==> src/axev_pkg.sv <==
// package: offsets, field positions and reset values of the axis event/latch/status bank
package axev_pkg;
    localparam logic [7:0] AXEV_OFS_EVT_ENABLE = 8'h00;
    localparam logic [7:0] AXEV_OFS_CMD_LATCH = 8'h04;
    localparam logic [7:0] AXEV_OFS_MECH_LATCH = 8'h08;
    localparam logic [7:0] AXEV_OFS_DEFL_LATCH = 8'h0c;
    localparam logic [7:0] AXEV_OFS_GEN_LATCH = 8'h10;
    localparam logic [7:0] AXEV_OFS_EXT_STATUS = 8'h14;
    localparam logic [7:0] AXEV_OFS_ENV_FIVE = 8'h18;
    localparam int AXEV_EVT_COUNT = 19;
    localparam logic [31:0] AXEV_EVT_ENABLE_MASK = 32'h0007ffff;
    localparam logic [31:0] AXEV_EVT_ENABLE_RST = 32'h00000000;
    localparam int AXEV_LATCH_SRC_BIT = 14;
    localparam logic [31:0] AXEV_ENV_FIVE_MASK = 32'h00004000;
    localparam logic [31:0] AXEV_ENV_FIVE_RST = 32'h00000000;
    localparam logic [31:0] AXEV_LATCH_RST = 32'h00000000;
    localparam int AXEV_DEFL_SIGN_BIT = 15;
    localparam int AXEV_STS_DIR_BIT = 4;
    localparam int AXEV_STS_INPUT_LSB = 5;
    localparam int AXEV_STS_PREREG_LSB = 18;
    localparam int AXEV_STS_SDL_LSB = 22;
    typedef enum logic [3:0] {
        AXEV_OP_STOPPED = 4'b0000,
        AXEV_OP_WAIT_DRIVE = 4'b0001,
        AXEV_OP_WAIT_START = 4'b0010,
        AXEV_OP_WAIT_SYNC = 4'b0011,
        AXEV_OP_WAIT_AXIS = 4'b0100,
        AXEV_OP_WAIT_DEVCLR = 4'b0101,
        AXEV_OP_WAIT_DIRCHG = 4'b0110,
        AXEV_OP_BACKLASH = 4'b0111
    } axev_op_state_t;
endpackage

==> src/axev_bank.sv <==
// axis event enable, counter latch and extension status register bank on apb
//
// Function
// - enabled events raise the event interrupt
// - bit0 normal stop, bit1 next start
// - bit2 op prereg write, bit3 cmp5 prereg
// - bits4-7 accel/decel begin and finish
// - bits8-12 comparators one to five
// - bits13-15 clear, latch pin, origin latch
// - bits16-18 slowdown, drive change, start
// - latch triggers copy all counters
// - position and general latches signed 32-bit read-only
// - select bit picks deflection or speed
// - stopped axis latches zero speed
// - upper bits sign-extend or read zero
// - deflection signed 16, speed unsigned 16
// - unused bits ignore writes, read zero
// - sign bits ignore writes, mirror top bit
// - extension status layout, top byte zero
// - four-bit operation state codes
// - direction bit zero positive one negative
`timescale 1ns/100ps
`default_nettype none
module axev_bank
    import axev_pkg::*;
(
    input wire logic REF_CLK_I,
    input wire logic SYS_RST_I,
    input wire logic CLK_EN_I,
    input wire logic PSEL_I,
    input wire logic PENABLE_I,
    input wire logic PWRITE_I,
    input wire logic [7:0] PADDR_I,
    input wire logic [31:0] PWDATA_I,
    output logic [31:0] PRDATA_O,
    output logic PREADY_O,
    output logic PSLVERR_O,
    input wire logic [18:0] EVENT_PULSE_I,
    input wire logic LATCH_TRIGGER_INPUT_I,
    input wire logic ORIGIN_INPUT_I,
    input wire logic LATCH_COMMAND_I,
    input wire logic [31:0] COMMAND_POSITION_COUNTER_I,
    input wire logic [31:0] MECHANICAL_POSITION_COUNTER_I,
    input wire logic [15:0] DEFLECTION_COUNTER_I,
    input wire logic [15:0] CURRENT_SPEED_I,
    input wire logic AXIS_MOVING_I,
    input wire logic [31:0] GENERAL_PURPOSE_COUNTER_I,
    input wire logic [3:0] OPERATION_STATE_CODE_I,
    input wire logic DIRECTION_STATUS_I,
    input wire logic [12:0] INPUT_MONITOR_I,
    input wire logic [1:0] CMP5_PREREG_MONITOR_I,
    input wire logic [1:0] OP_PREREG_MONITOR_I,
    input wire logic PLUS_SLOWDOWN_LATCHED_I,
    input wire logic MINUS_SLOWDOWN_LATCHED_I,
    output logic EVENT_IRQ_O,
    output logic [18:0] EVENT_CAUSE_O
);
    logic [31:0] evt_enable;
    logic [31:0] env_five;
    logic [31:0] cmd_latch;
    logic [31:0] mech_latch;
    logic [15:0] defl_latch;
    logic [31:0] gen_latch;
    logic latch_src;
    logic latch_fire;
    logic wr_en;
    logic addr_ok;
    logic [31:0] defl_read;
    logic [31:0] sts_read;
    logic [31:0] next_prdata;
    logic [18:0] next_cause;

    assign latch_src = env_five[AXEV_LATCH_SRC_BIT];
    assign latch_fire = LATCH_TRIGGER_INPUT_I | ORIGIN_INPUT_I | LATCH_COMMAND_I;
    assign wr_en = CLK_EN_I & PSEL_I & PENABLE_I & PWRITE_I;
    assign PREADY_O = 1'b1;

    always_comb begin
        case (PADDR_I)
            AXEV_OFS_EVT_ENABLE,
            AXEV_OFS_CMD_LATCH,
            AXEV_OFS_MECH_LATCH,
            AXEV_OFS_DEFL_LATCH,
            AXEV_OFS_GEN_LATCH,
            AXEV_OFS_EXT_STATUS,
            AXEV_OFS_ENV_FIVE: addr_ok = 1'b1;
            default: addr_ok = 1'b0;
        endcase
    end

    // writable registers, unused bits dropped
    always_ff @(posedge REF_CLK_I or posedge SYS_RST_I) begin
        if (SYS_RST_I) begin
            evt_enable <= AXEV_EVT_ENABLE_RST;
            env_five <= AXEV_ENV_FIVE_RST;
        end else if (wr_en) begin
            if (PADDR_I == AXEV_OFS_EVT_ENABLE) begin
                evt_enable <= PWDATA_I & AXEV_EVT_ENABLE_MASK;
            end
            if (PADDR_I == AXEV_OFS_ENV_FIVE) begin
                env_five <= PWDATA_I & AXEV_ENV_FIVE_MASK;
            end
        end
    end

    // counter latches
    always_ff @(posedge REF_CLK_I or posedge SYS_RST_I) begin
        if (SYS_RST_I) begin
            cmd_latch <= AXEV_LATCH_RST;
            mech_latch <= AXEV_LATCH_RST;
            defl_latch <= AXEV_LATCH_RST[15:0];
            gen_latch <= AXEV_LATCH_RST;
        end else if (CLK_EN_I && latch_fire) begin
            cmd_latch <= COMMAND_POSITION_COUNTER_I;
            mech_latch <= MECHANICAL_POSITION_COUNTER_I;
            gen_latch <= GENERAL_PURPOSE_COUNTER_I;
            if (!latch_src) begin
                defl_latch <= DEFLECTION_COUNTER_I;
            end else if (AXIS_MOVING_I) begin
                defl_latch <= CURRENT_SPEED_I;
            end else begin
                defl_latch <= 16'h0000;
            end
        end
    end

    // sign extension or zero fill of the third latch
    always_comb begin
        if (latch_src) begin
            defl_read = {16'h0000, defl_latch};
        end else begin
            defl_read = {{16{defl_latch[AXEV_DEFL_SIGN_BIT]}}, defl_latch};
        end
    end

    // extension status assembly
    always_comb begin
        sts_read = 32'h00000000;
        sts_read[3:0] = OPERATION_STATE_CODE_I;
        sts_read[AXEV_STS_DIR_BIT] = DIRECTION_STATUS_I;
        sts_read[AXEV_STS_INPUT_LSB +: 13] = INPUT_MONITOR_I;
        sts_read[AXEV_STS_PREREG_LSB +: 2] = CMP5_PREREG_MONITOR_I;
        sts_read[AXEV_STS_PREREG_LSB + 2 +: 2] = OP_PREREG_MONITOR_I;
        sts_read[AXEV_STS_SDL_LSB] = PLUS_SLOWDOWN_LATCHED_I;
        sts_read[AXEV_STS_SDL_LSB + 1] = MINUS_SLOWDOWN_LATCHED_I;
    end

    always_comb begin
        case (PADDR_I)
            AXEV_OFS_EVT_ENABLE: next_prdata = evt_enable;
            AXEV_OFS_CMD_LATCH: next_prdata = cmd_latch;
            AXEV_OFS_MECH_LATCH: next_prdata = mech_latch;
            AXEV_OFS_DEFL_LATCH: next_prdata = defl_read;
            AXEV_OFS_GEN_LATCH: next_prdata = gen_latch;
            AXEV_OFS_EXT_STATUS: next_prdata = sts_read;
            AXEV_OFS_ENV_FIVE: next_prdata = env_five;
            default: next_prdata = 32'h00000000;
        endcase
    end

    // read data registered in the setup phase, valid during access
    always_ff @(posedge REF_CLK_I or posedge SYS_RST_I) begin
        if (SYS_RST_I) begin
            PRDATA_O <= 32'h00000000;
        end else if (CLK_EN_I && PSEL_I && !PENABLE_I && !PWRITE_I) begin
            PRDATA_O <= next_prdata;
        end
    end

    assign PSLVERR_O = PSEL_I & PENABLE_I & ~addr_ok;

    // event gating, one registered cause pulse per enabled event
    assign next_cause = EVENT_PULSE_I & evt_enable[AXEV_EVT_COUNT-1:0];

    always_ff @(posedge REF_CLK_I or posedge SYS_RST_I) begin
        if (SYS_RST_I) begin
            EVENT_CAUSE_O <= 19'h00000;
            EVENT_IRQ_O <= 1'b0;
        end else if (CLK_EN_I) begin
            EVENT_CAUSE_O <= next_cause;
            EVENT_IRQ_O <= |next_cause;
        end
    end

    // event gate
    property p_irq_gate;
        @(posedge REF_CLK_I) disable iff (SYS_RST_I)
        CLK_EN_I
        |=> EVENT_IRQ_O == |($past(EVENT_PULSE_I) & $past(evt_enable[18:0]));
    endproperty
    a_irq_gate: assert property (p_irq_gate) else $error("event irq does not follow enabled events");

    property p_irq_idle;
        @(posedge REF_CLK_I) disable iff (SYS_RST_I)
        CLK_EN_I && ((EVENT_PULSE_I & evt_enable[18:0]) == 19'h00000)
        |=> !EVENT_IRQ_O;
    endproperty
    a_irq_idle: assert property (p_irq_idle) else $error("event irq without an enabled event");

    property p_cause_gate;
        @(posedge REF_CLK_I) disable iff (SYS_RST_I)
        CLK_EN_I
        |=> EVENT_CAUSE_O == ($past(EVENT_PULSE_I) & $past(evt_enable[18:0]));
    endproperty
    a_cause_gate: assert property (p_cause_gate) else $error("cause bits wrong");

    // writable registers
    property p_enable_write;
        @(posedge REF_CLK_I) disable iff (SYS_RST_I)
        wr_en && PADDR_I == AXEV_OFS_EVT_ENABLE
        |=> evt_enable == ($past(PWDATA_I) & AXEV_EVT_ENABLE_MASK);
    endproperty
    a_enable_write: assert property (p_enable_write) else $error("enable write not stored");

    property p_enable_top_zero;
        @(posedge REF_CLK_I) disable iff (SYS_RST_I)
        evt_enable[31:19] == 13'h0000;
    endproperty
    a_enable_top_zero: assert property (p_enable_top_zero) else $error("undefined enable bits stored");

    property p_env_five_write;
        @(posedge REF_CLK_I) disable iff (SYS_RST_I)
        wr_en && PADDR_I == AXEV_OFS_ENV_FIVE
        |=> latch_src == $past(PWDATA_I[AXEV_LATCH_SRC_BIT]);
    endproperty
    a_env_five_write: assert property (p_env_five_write) else $error("latch source select not stored");

    property p_env_five_zero;
        @(posedge REF_CLK_I) disable iff (SYS_RST_I)
        (env_five & ~AXEV_ENV_FIVE_MASK) == 32'h00000000;
    endproperty
    a_env_five_zero: assert property (p_env_five_zero) else $error("unused environment bits stored");

    // counter latches
    property p_latch_copy;
        @(posedge REF_CLK_I) disable iff (SYS_RST_I)
        CLK_EN_I && latch_fire
        |=> cmd_latch == $past(COMMAND_POSITION_COUNTER_I)
            && gen_latch == $past(GENERAL_PURPOSE_COUNTER_I);
    endproperty
    a_latch_copy: assert property (p_latch_copy) else $error("counters not latched on trigger");

    property p_mech_copy;
        @(posedge REF_CLK_I) disable iff (SYS_RST_I)
        CLK_EN_I && latch_fire
        |=> mech_latch == $past(MECHANICAL_POSITION_COUNTER_I);
    endproperty
    a_mech_copy: assert property (p_mech_copy) else $error("mechanical counter not latched");

    property p_latch_hold;
        @(posedge REF_CLK_I) disable iff (SYS_RST_I)
        !(CLK_EN_I && latch_fire)
        |=> $stable(mech_latch) && $stable(defl_latch);
    endproperty
    a_latch_hold: assert property (p_latch_hold) else $error("latch changed without trigger");

    property p_cmd_hold;
        @(posedge REF_CLK_I) disable iff (SYS_RST_I)
        !(CLK_EN_I && latch_fire)
        |=> $stable(cmd_latch) && $stable(gen_latch);
    endproperty
    a_cmd_hold: assert property (p_cmd_hold) else $error("position latch changed without trigger");

    property p_latch_readonly;
        @(posedge REF_CLK_I) disable iff (SYS_RST_I)
        wr_en && !latch_fire
        |=> $stable(cmd_latch) && $stable(mech_latch) && $stable(gen_latch);
    endproperty
    a_latch_readonly: assert property (p_latch_readonly) else $error("latch written over the bus");

    property p_frozen;
        @(posedge REF_CLK_I) disable iff (SYS_RST_I)
        !CLK_EN_I
        |=> $stable(evt_enable) && $stable(env_five) && $stable(cmd_latch) && $stable(PRDATA_O);
    endproperty
    a_frozen: assert property (p_frozen) else $error("state changed while clock enable low");

    property p_defl_pick;
        @(posedge REF_CLK_I) disable iff (SYS_RST_I)
        CLK_EN_I && latch_fire && !latch_src
        |=> defl_latch == $past(DEFLECTION_COUNTER_I);
    endproperty
    a_defl_pick: assert property (p_defl_pick) else $error("deflection not latched");

    property p_speed_pick;
        @(posedge REF_CLK_I) disable iff (SYS_RST_I)
        CLK_EN_I && latch_fire && latch_src && AXIS_MOVING_I
        |=> defl_latch == $past(CURRENT_SPEED_I);
    endproperty
    a_speed_pick: assert property (p_speed_pick) else $error("speed not latched");

    property p_speed_stop;
        @(posedge REF_CLK_I) disable iff (SYS_RST_I)
        CLK_EN_I && latch_fire && latch_src && !AXIS_MOVING_I
        |=> defl_latch == 16'h0000;
    endproperty
    a_speed_stop: assert property (p_speed_stop) else $error("stopped speed latch not zero");

    property p_defl_ext;
        @(posedge REF_CLK_I) disable iff (SYS_RST_I)
        latch_src ? defl_read[31:16] == 16'h0000 : defl_read[31:16] == {16{defl_latch[AXEV_DEFL_SIGN_BIT]}};
    endproperty
    a_defl_ext: assert property (p_defl_ext) else $error("third latch upper bits wrong");

    // read path
    property p_cmd_read;
        @(posedge REF_CLK_I) disable iff (SYS_RST_I)
        CLK_EN_I && PSEL_I && !PENABLE_I && !PWRITE_I && PADDR_I == AXEV_OFS_CMD_LATCH
        |=> PRDATA_O == $past(cmd_latch);
    endproperty
    a_cmd_read: assert property (p_cmd_read) else $error("position latch read wrong");

    property p_defl_read;
        @(posedge REF_CLK_I) disable iff (SYS_RST_I)
        CLK_EN_I && PSEL_I && !PENABLE_I && !PWRITE_I && PADDR_I == AXEV_OFS_DEFL_LATCH
        |=> PRDATA_O[15:0] == $past(defl_latch);
    endproperty
    a_defl_read: assert property (p_defl_read) else $error("third latch read wrong");

    property p_unmapped_read;
        @(posedge REF_CLK_I) disable iff (SYS_RST_I)
        CLK_EN_I && PSEL_I && !PENABLE_I && !PWRITE_I && !addr_ok
        |=> PRDATA_O == 32'h00000000;
    endproperty
    a_unmapped_read: assert property (p_unmapped_read) else $error("unmapped read not zero");

    // extension status
    property p_sts_top;
        @(posedge REF_CLK_I) disable iff (SYS_RST_I)
        sts_read[31:24] == 8'h00 && sts_read[AXEV_STS_DIR_BIT] == DIRECTION_STATUS_I;
    endproperty
    a_sts_top: assert property (p_sts_top) else $error("status layout wrong");

    property p_sts_code;
        @(posedge REF_CLK_I) disable iff (SYS_RST_I)
        sts_read[3:0] == OPERATION_STATE_CODE_I;
    endproperty
    a_sts_code: assert property (p_sts_code) else $error("operation state code misplaced");

    property p_sts_fields;
        @(posedge REF_CLK_I) disable iff (SYS_RST_I)
        sts_read[AXEV_STS_INPUT_LSB +: 13] == INPUT_MONITOR_I
            && sts_read[21:18] == {OP_PREREG_MONITOR_I, CMP5_PREREG_MONITOR_I}
            && sts_read[23:22] == {MINUS_SLOWDOWN_LATCHED_I, PLUS_SLOWDOWN_LATCHED_I};
    endproperty
    a_sts_fields: assert property (p_sts_fields) else $error("status monitor fields misplaced");
endmodule
`default_nettype wire

==> config.mk <==
export PLATFORM = sky130hd
export DESIGN_NAME = axev_bank
export DESIGN_NICKNAME = d
export VERILOG_FILES = /design/src/axev_pkg.sv /design/src/axev_bank.sv
export SDC_FILE = /design/constraint.sdc
export NUM_CORES = 1
export LEC_CHECK = 0
export ABC_AREA = 0
export BUFFER_PORTS_ARGS = -buffer_cell sky130_fd_sc_hd__buf_2
export CORE_ASPECT_RATIO = 0.8
export CORE_MARGIN = 2
export CORE_UTILIZATION = 40
export CTS_CLUSTER_SIZE = 20
export DETAILED_ROUTE_END_ITERATION = 10
export GPL_TIMING_DRIVEN = 0
export MAX_ROUTING_LAYER = met4
export PLACE_DENSITY = 0.75
export SYNTH_ARGS = -nofsm -noshare
export SYNTH_HDL_FRONTEND = slang
export SYNTH_SLANG_ARGS = --single-unit
==> constraint.sdc <==
create_clock -name REF_CLK_I -period 7.45 [get_ports REF_CLK_I]
set_input_delay 0.745 -clock REF_CLK_I [delete_from_list [all_inputs] [get_ports REF_CLK_I]]
set_output_delay 0.745 -clock REF_CLK_I [all_outputs]
set_load 0.1 [all_outputs]
Yosys cells after proc, flatten, opt, wreduce, memory -nomap -nowiden --
Index checks and enable logic that the tools add are counted.
Storage, ports and cells: flip-flop bits (word level) 184, input port bits 221, output and inout bits 54, word-level logic and storage cells 40
Cells by class: equal/unequal tests 6, multiplexer cells 5, bitwise operators 9, reduce and logical (&&, ||, !) cells 11
Operator list (count):
- $pmux W32 S7 | 1
- $mux W16 | 2
- $mux W32 | 1
- $eq A8 B5 Y1 const B | 3
- $and A19 B19 Y19 | 1
- $reduce_or A19 Y1 | 1
- $eq A8 B4 Y1 const B | 2
- $eq A8 B3 Y1 const B | 1
- $logic_not A8 Y1 | 1
- $reduce_or A7 Y1 | 1
- $and A1 B1 Y1 | 5
- $logic_and A1 B1 Y1 | 4
- $reduce_and A2 Y1 | 2
- $logic_not A1 Y1 | 2
- $or A1 B1 Y1 | 2
- $mux W1 | 1
- $not A1 Y1 | 1

Depth between registers and ports, before layout --
depth in word-level cells 5, gate-level depth with buffers 8, mapped depth without buffers 5

Least setup slack after synthesis --
Ideal clock, no wire load.
kind input to output, from input PADDR_I[3], to output PSLVERR_O, arrival 2.812 ns, data required time 6.705 ns, setup slack 3.893 ns, stages on the path 5, path buffers 2, cells stage by stage buf_4 > and2_1 > clkbuf_1 > nand2_1 > a21oi_1
Between the ends: longest elaborated chain between the ends 5, elaborated cells on any way between the ends 11, classes of those cells 6 x eq/ne; 1 x mux; 2 x bitwise; 2 x reduce/logical
RTL lines:
- from (decl) | RTL line axev_bank.sv:33 | input wire logic [7:0] PADDR_I,
- $eq A8 B5 Y1 (tied with other cells) | RTL line axev_bank.sv:79 | case (PADDR_I)
- $reduce_or A7 Y1 * | RTL line axev_bank.sv:79
- $mux W1 * | RTL line axev_bank.sv:79
- $not A1 Y1 * | RTL line axev_bank.sv:170 | assign PSLVERR_O = PSEL_I & PENABLE_I & ~addr_ok;
- $and A1 B1 Y1 * | RTL line axev_bank.sv:170
- to (decl) | RTL line axev_bank.sv:37 | output logic PSLVERR_O,
Mark *: on every way between the ends. The rest lies on a longest branch, timed or not.

Worst setup path after layout --
Same ends and word-level chain as after synthesis.

==> flow_metrics.py <==
metrics = {
    "synth": {
        "yosys.area.top_type": "dfrtp_1",
        "synth_cell_types": 51,
        "synth_seq_area_share_pct": 53.45,
        "synth.most_common_cell": "dfrtp_1",
        "synth_area_per_cell_um2": 11.95,
        "ys_warn_count": 0,
        "syn_nets": 942,
        "yosys-top-cells-area": "dfrtp_1 (53%), mux2_2 (15%), o21ai_0 (3.5%)",
        "ys_seq_elements": 184,
        "synth-async-reset-ratio_pct": 100.0,
        "synth_top_area_share_pct": 53.45,
        "syn_inst": 721,
        "synth_area_mm2": 0.008615,
        "synth_common_cells": "dfrtp_1 (184), mux2_2 (112), o21ai_0 (61)",
        "synth_flop_cell": "dfrtp_1",
        "synth_edf_count": 0,
    },
    "global_route": {
        "grt_pass1_vias": 7127,
        "antenna_found_initial": 4,
        "overflow": 0,
        "grt_start_max_net_pins": 103,
        "grtUsageTotal_pct": 25.61,
        "grt_pass1_wl_um": 41580,
    },
    "pwr": {
        "p_clk_share_pct": 39.5,
        "combPwrFrac_pct": 15.0,
        "ir_worst_vdd_mv": 0.1283,
        "p_int_mw": 1.830,
        "switching_share_pct": 26.52,
        "power.switching_uw": 660.5,
        "p_leak_nw": 5.202,
        "pwr_density_cell_mw_per_mm2": 228.2,
        "pwr-share-seq_pct": 45.5,
    },
    "detailed_routing": {
        "postRouteWirelength_um": 27750,
        "vias": 7073,
        "via_per_inst": 5.513,
        "first_pass_iters": 8,
        "drc": 0,
        "ant_nets": 0,
        "wl_per_cell_um": 21.63,
        "drt_iter0_drc": 531,
    },
    "sta": {
        "relSlewSlack_pct": 56.65,
        "hold_viol_final": 0,
        "finalMaxSlewViolations": 0,
        "worst_slew_pin_slew_ns": 0.6503,
        "finalCritPeriodShare_pct": 41.30,
        "period_minus_slack_ns": 3.077,
        "rsz0062_at_grt": "false",
        "setup_viol": 0,
        "setup_slack_ns": 4.373,
        "max_clock_freq_ghz": 0.3250,
        "skew_ns": 0.009484,
    },
    "floorplanning": {
        "die_x_um": 168.1,
        "coreArea_mm2": 0.02094,
        "die_area_mm2": 0.02273,
        "die-height_um": 135.3,
        "initial_utilization_pct": 41.15,
        "std_cell_rows": 47,
        "pin_count": 275,
    },
    "clock_network": {
        "cts_buffers": 17,
        "cts.path.max_buffers": 2,
        "clk_latency_ns": 0.44,
        "cts_sinks": 184,
        "cts.reportedPaths.clkPinSlew_ns": 0.06,
        "cts_setup_buffers": 0,
        "hold_buffers": 0,
        "cts_htree_levels": 4,
        "cts_tree": "yes",
        "cts_root_buf": "clkbuf_16",
        "ctsResizeCount": 0,
    },
    "finish": {
        "syn_to_final_growth_pct": 26.70,
        "nNetsFinal": 1219,
        "fin_cells": 1283,
        "drive_gt1_share_pct": 45.84,
    },
    "placement": {
        "pre_cts_ws_ns": 4.441,
        "dp_hpwl_um": 21340,
        "gp_congestion": 0.9095,
        "portBuffers": 257,
        "dpl.cell_count": 1248,
    },
    "run_status": {
        "status": "completed",
    },
    "critical_path": {
        "crit_fanout": 9,
        "path_delay_family": "buffers and inverters",
        "slowest_stage": "buf_2",
        "crit_buf_inv": 3,
        "required_ns": 6.70,
        "slowest_delay_ns": 0.49,
        "critical_path_class": "input port to output pin",
        "path_cells": "buf_4, and2_1, clkbuf_1, nand2_1, a21oi_1, buf_2",
        "arrival_ns": 2.33,
        "setup.worst_path.end_class": "output pin",
        "startpoint_type": "input port",
    },
    "hold_path": {
        "min_path_type": "input port to asynchronous set/reset pin",
    },
    "flow_run": {
        "maxCapViolCount": 0,
    },
}
-- cell type report --
class	count	area, µm²
Antenna cell	4	10.01
Buffer	50	270.3
Clock buffer	24	491.7
Clock inverter	7	140.1
Fill cell	1881	10020
Inverter	20	82.58
Multi-Input combinational cell	467	3665
Sequential cell	184	4604
Tap cell	269	336.6
Timing Repair Buffer	258	1314
-- per-stage QoR --
step / hold WS [ns] / TNS, ns / util [%] / total power [mW] / area, µm²
2_1_floorplan: 0.4448 / 0 / - / 1.382 / 8615
3_3_place_gp: 0.4585 / -83.18 / 48.90 / 1.512 / 10240
3_5_place_dp: 0.4601 / 0 / 49.07 / 1.524 / 10270
4_1_cts: 0.4038 / 0 / 52.09 / 2.504 / 10900
5_1_grt: 0.4207 / 0 / 52.13 / 2.579 / 10910
6_report: 0.3741 / 0 / 52.13 / 2.490 / 10910
-- per-layer routing --
layer	track usage [%]	vias up	share of wire, %
li1	-	3195	-
met1	34.42	3522	45
met2	39.14	315	46
met3	5.814	41	7.0
met4	7.663	0	2.1
met5	-	-	0
-- path summary, 6_finish.rpt --
path | startpoint | slack [ns] | to | cells after the start
max in group asynchronous | SYS_RST_I | 6.15 | PRDATA_O[23]$_DFFE_PP0P_ | 3
worst max-delay path | PADDR_I[3] | 4.37 | PSLVERR_O | 6
worst min-delay path | SYS_RST_I | 0.37 | defl_latch[9]$_DFFE_PP0P_ | 2
worst min register to register | PRDATA_O[29]$_DFFE_PP0P_ | 0.47 | PRDATA_O[29]$_DFFE_PP0P_ | 1
worst max register to register | env_five[14]$_DFFE_PP0P_ | 5.60 | PRDATA_O[16]$_DFFE_PP0P_ | 5
min in group REF_CLK_I | PRDATA_O[29]$_DFFE_PP0P_ | 0.47 | PRDATA_O[29]$_DFFE_PP0P_ | 1
-- power groups by stage --
stage	Combinational (mW)	Clock (mW)	Sequential, mW
floorplan	0.177	0	1.20
global placement	0.366	0	1.15
detailed placement	0.374	0	1.15
CTS	0.376	0.997	1.13
global route	0.402	1.04	1.14
finish	0.374	0.984	1.13
-- state kept, by name, indices dropped and copies added, names as in the netlist --
register       count
EVENT_CAUSE_O     19
EVENT_IRQ_O        1
PRDATA_O          32
cmd_latch         32
defl_latch        16
env_five           1
evt_enable        19
gen_latch         32
mech_latch        32
-- worst reg2reg max path, cell delays in order, from the launching register on --
cell and delay (ns):
dfrtp_1 0.35, clkbuf_1 0.51, nor2b_1 0.16, nand4_1 0.16, nand2_1 0.22, o32a_1 0.34
-- cell families (layout without fill, tap and decap cells) --
group / count (synthesis) / count (layout) / share of synthesized area [%]
AOI/OAI and AO/OA: 185 / 185 / 13.54
buffers and inverters: 70 / 359 / 4.009
DFF: 184 / 184 / 53.45
muxes: 144 / 144 / 19.52
other: 1 / 5 / 0.04353
and+or+nand+nor: 137 / 137 / 9.441
-- cell usage in the layout (no fill, tap or decap), types with 17 or more instances in the layout --
master / synthesis / layout
nor2_1: 21 / 21
nand3_1: 20 / 20
o21ai_0: 61 / 61
a21oi_1: 40 / 40
dfrtp_1: 184 / 184
a22oi_1: 31 / 31
nor2b_1: 21 / 21
nand2_1: 39 / 39
mux2i_1: 18 / 18
clkbuf_1: 17 / 20
mux2_2: 112 / 112
clkbuf_16: 0 / 17
buf_2: 20 / 277
inv_1: 20 / 19
(Power assumes the default switching activity.)
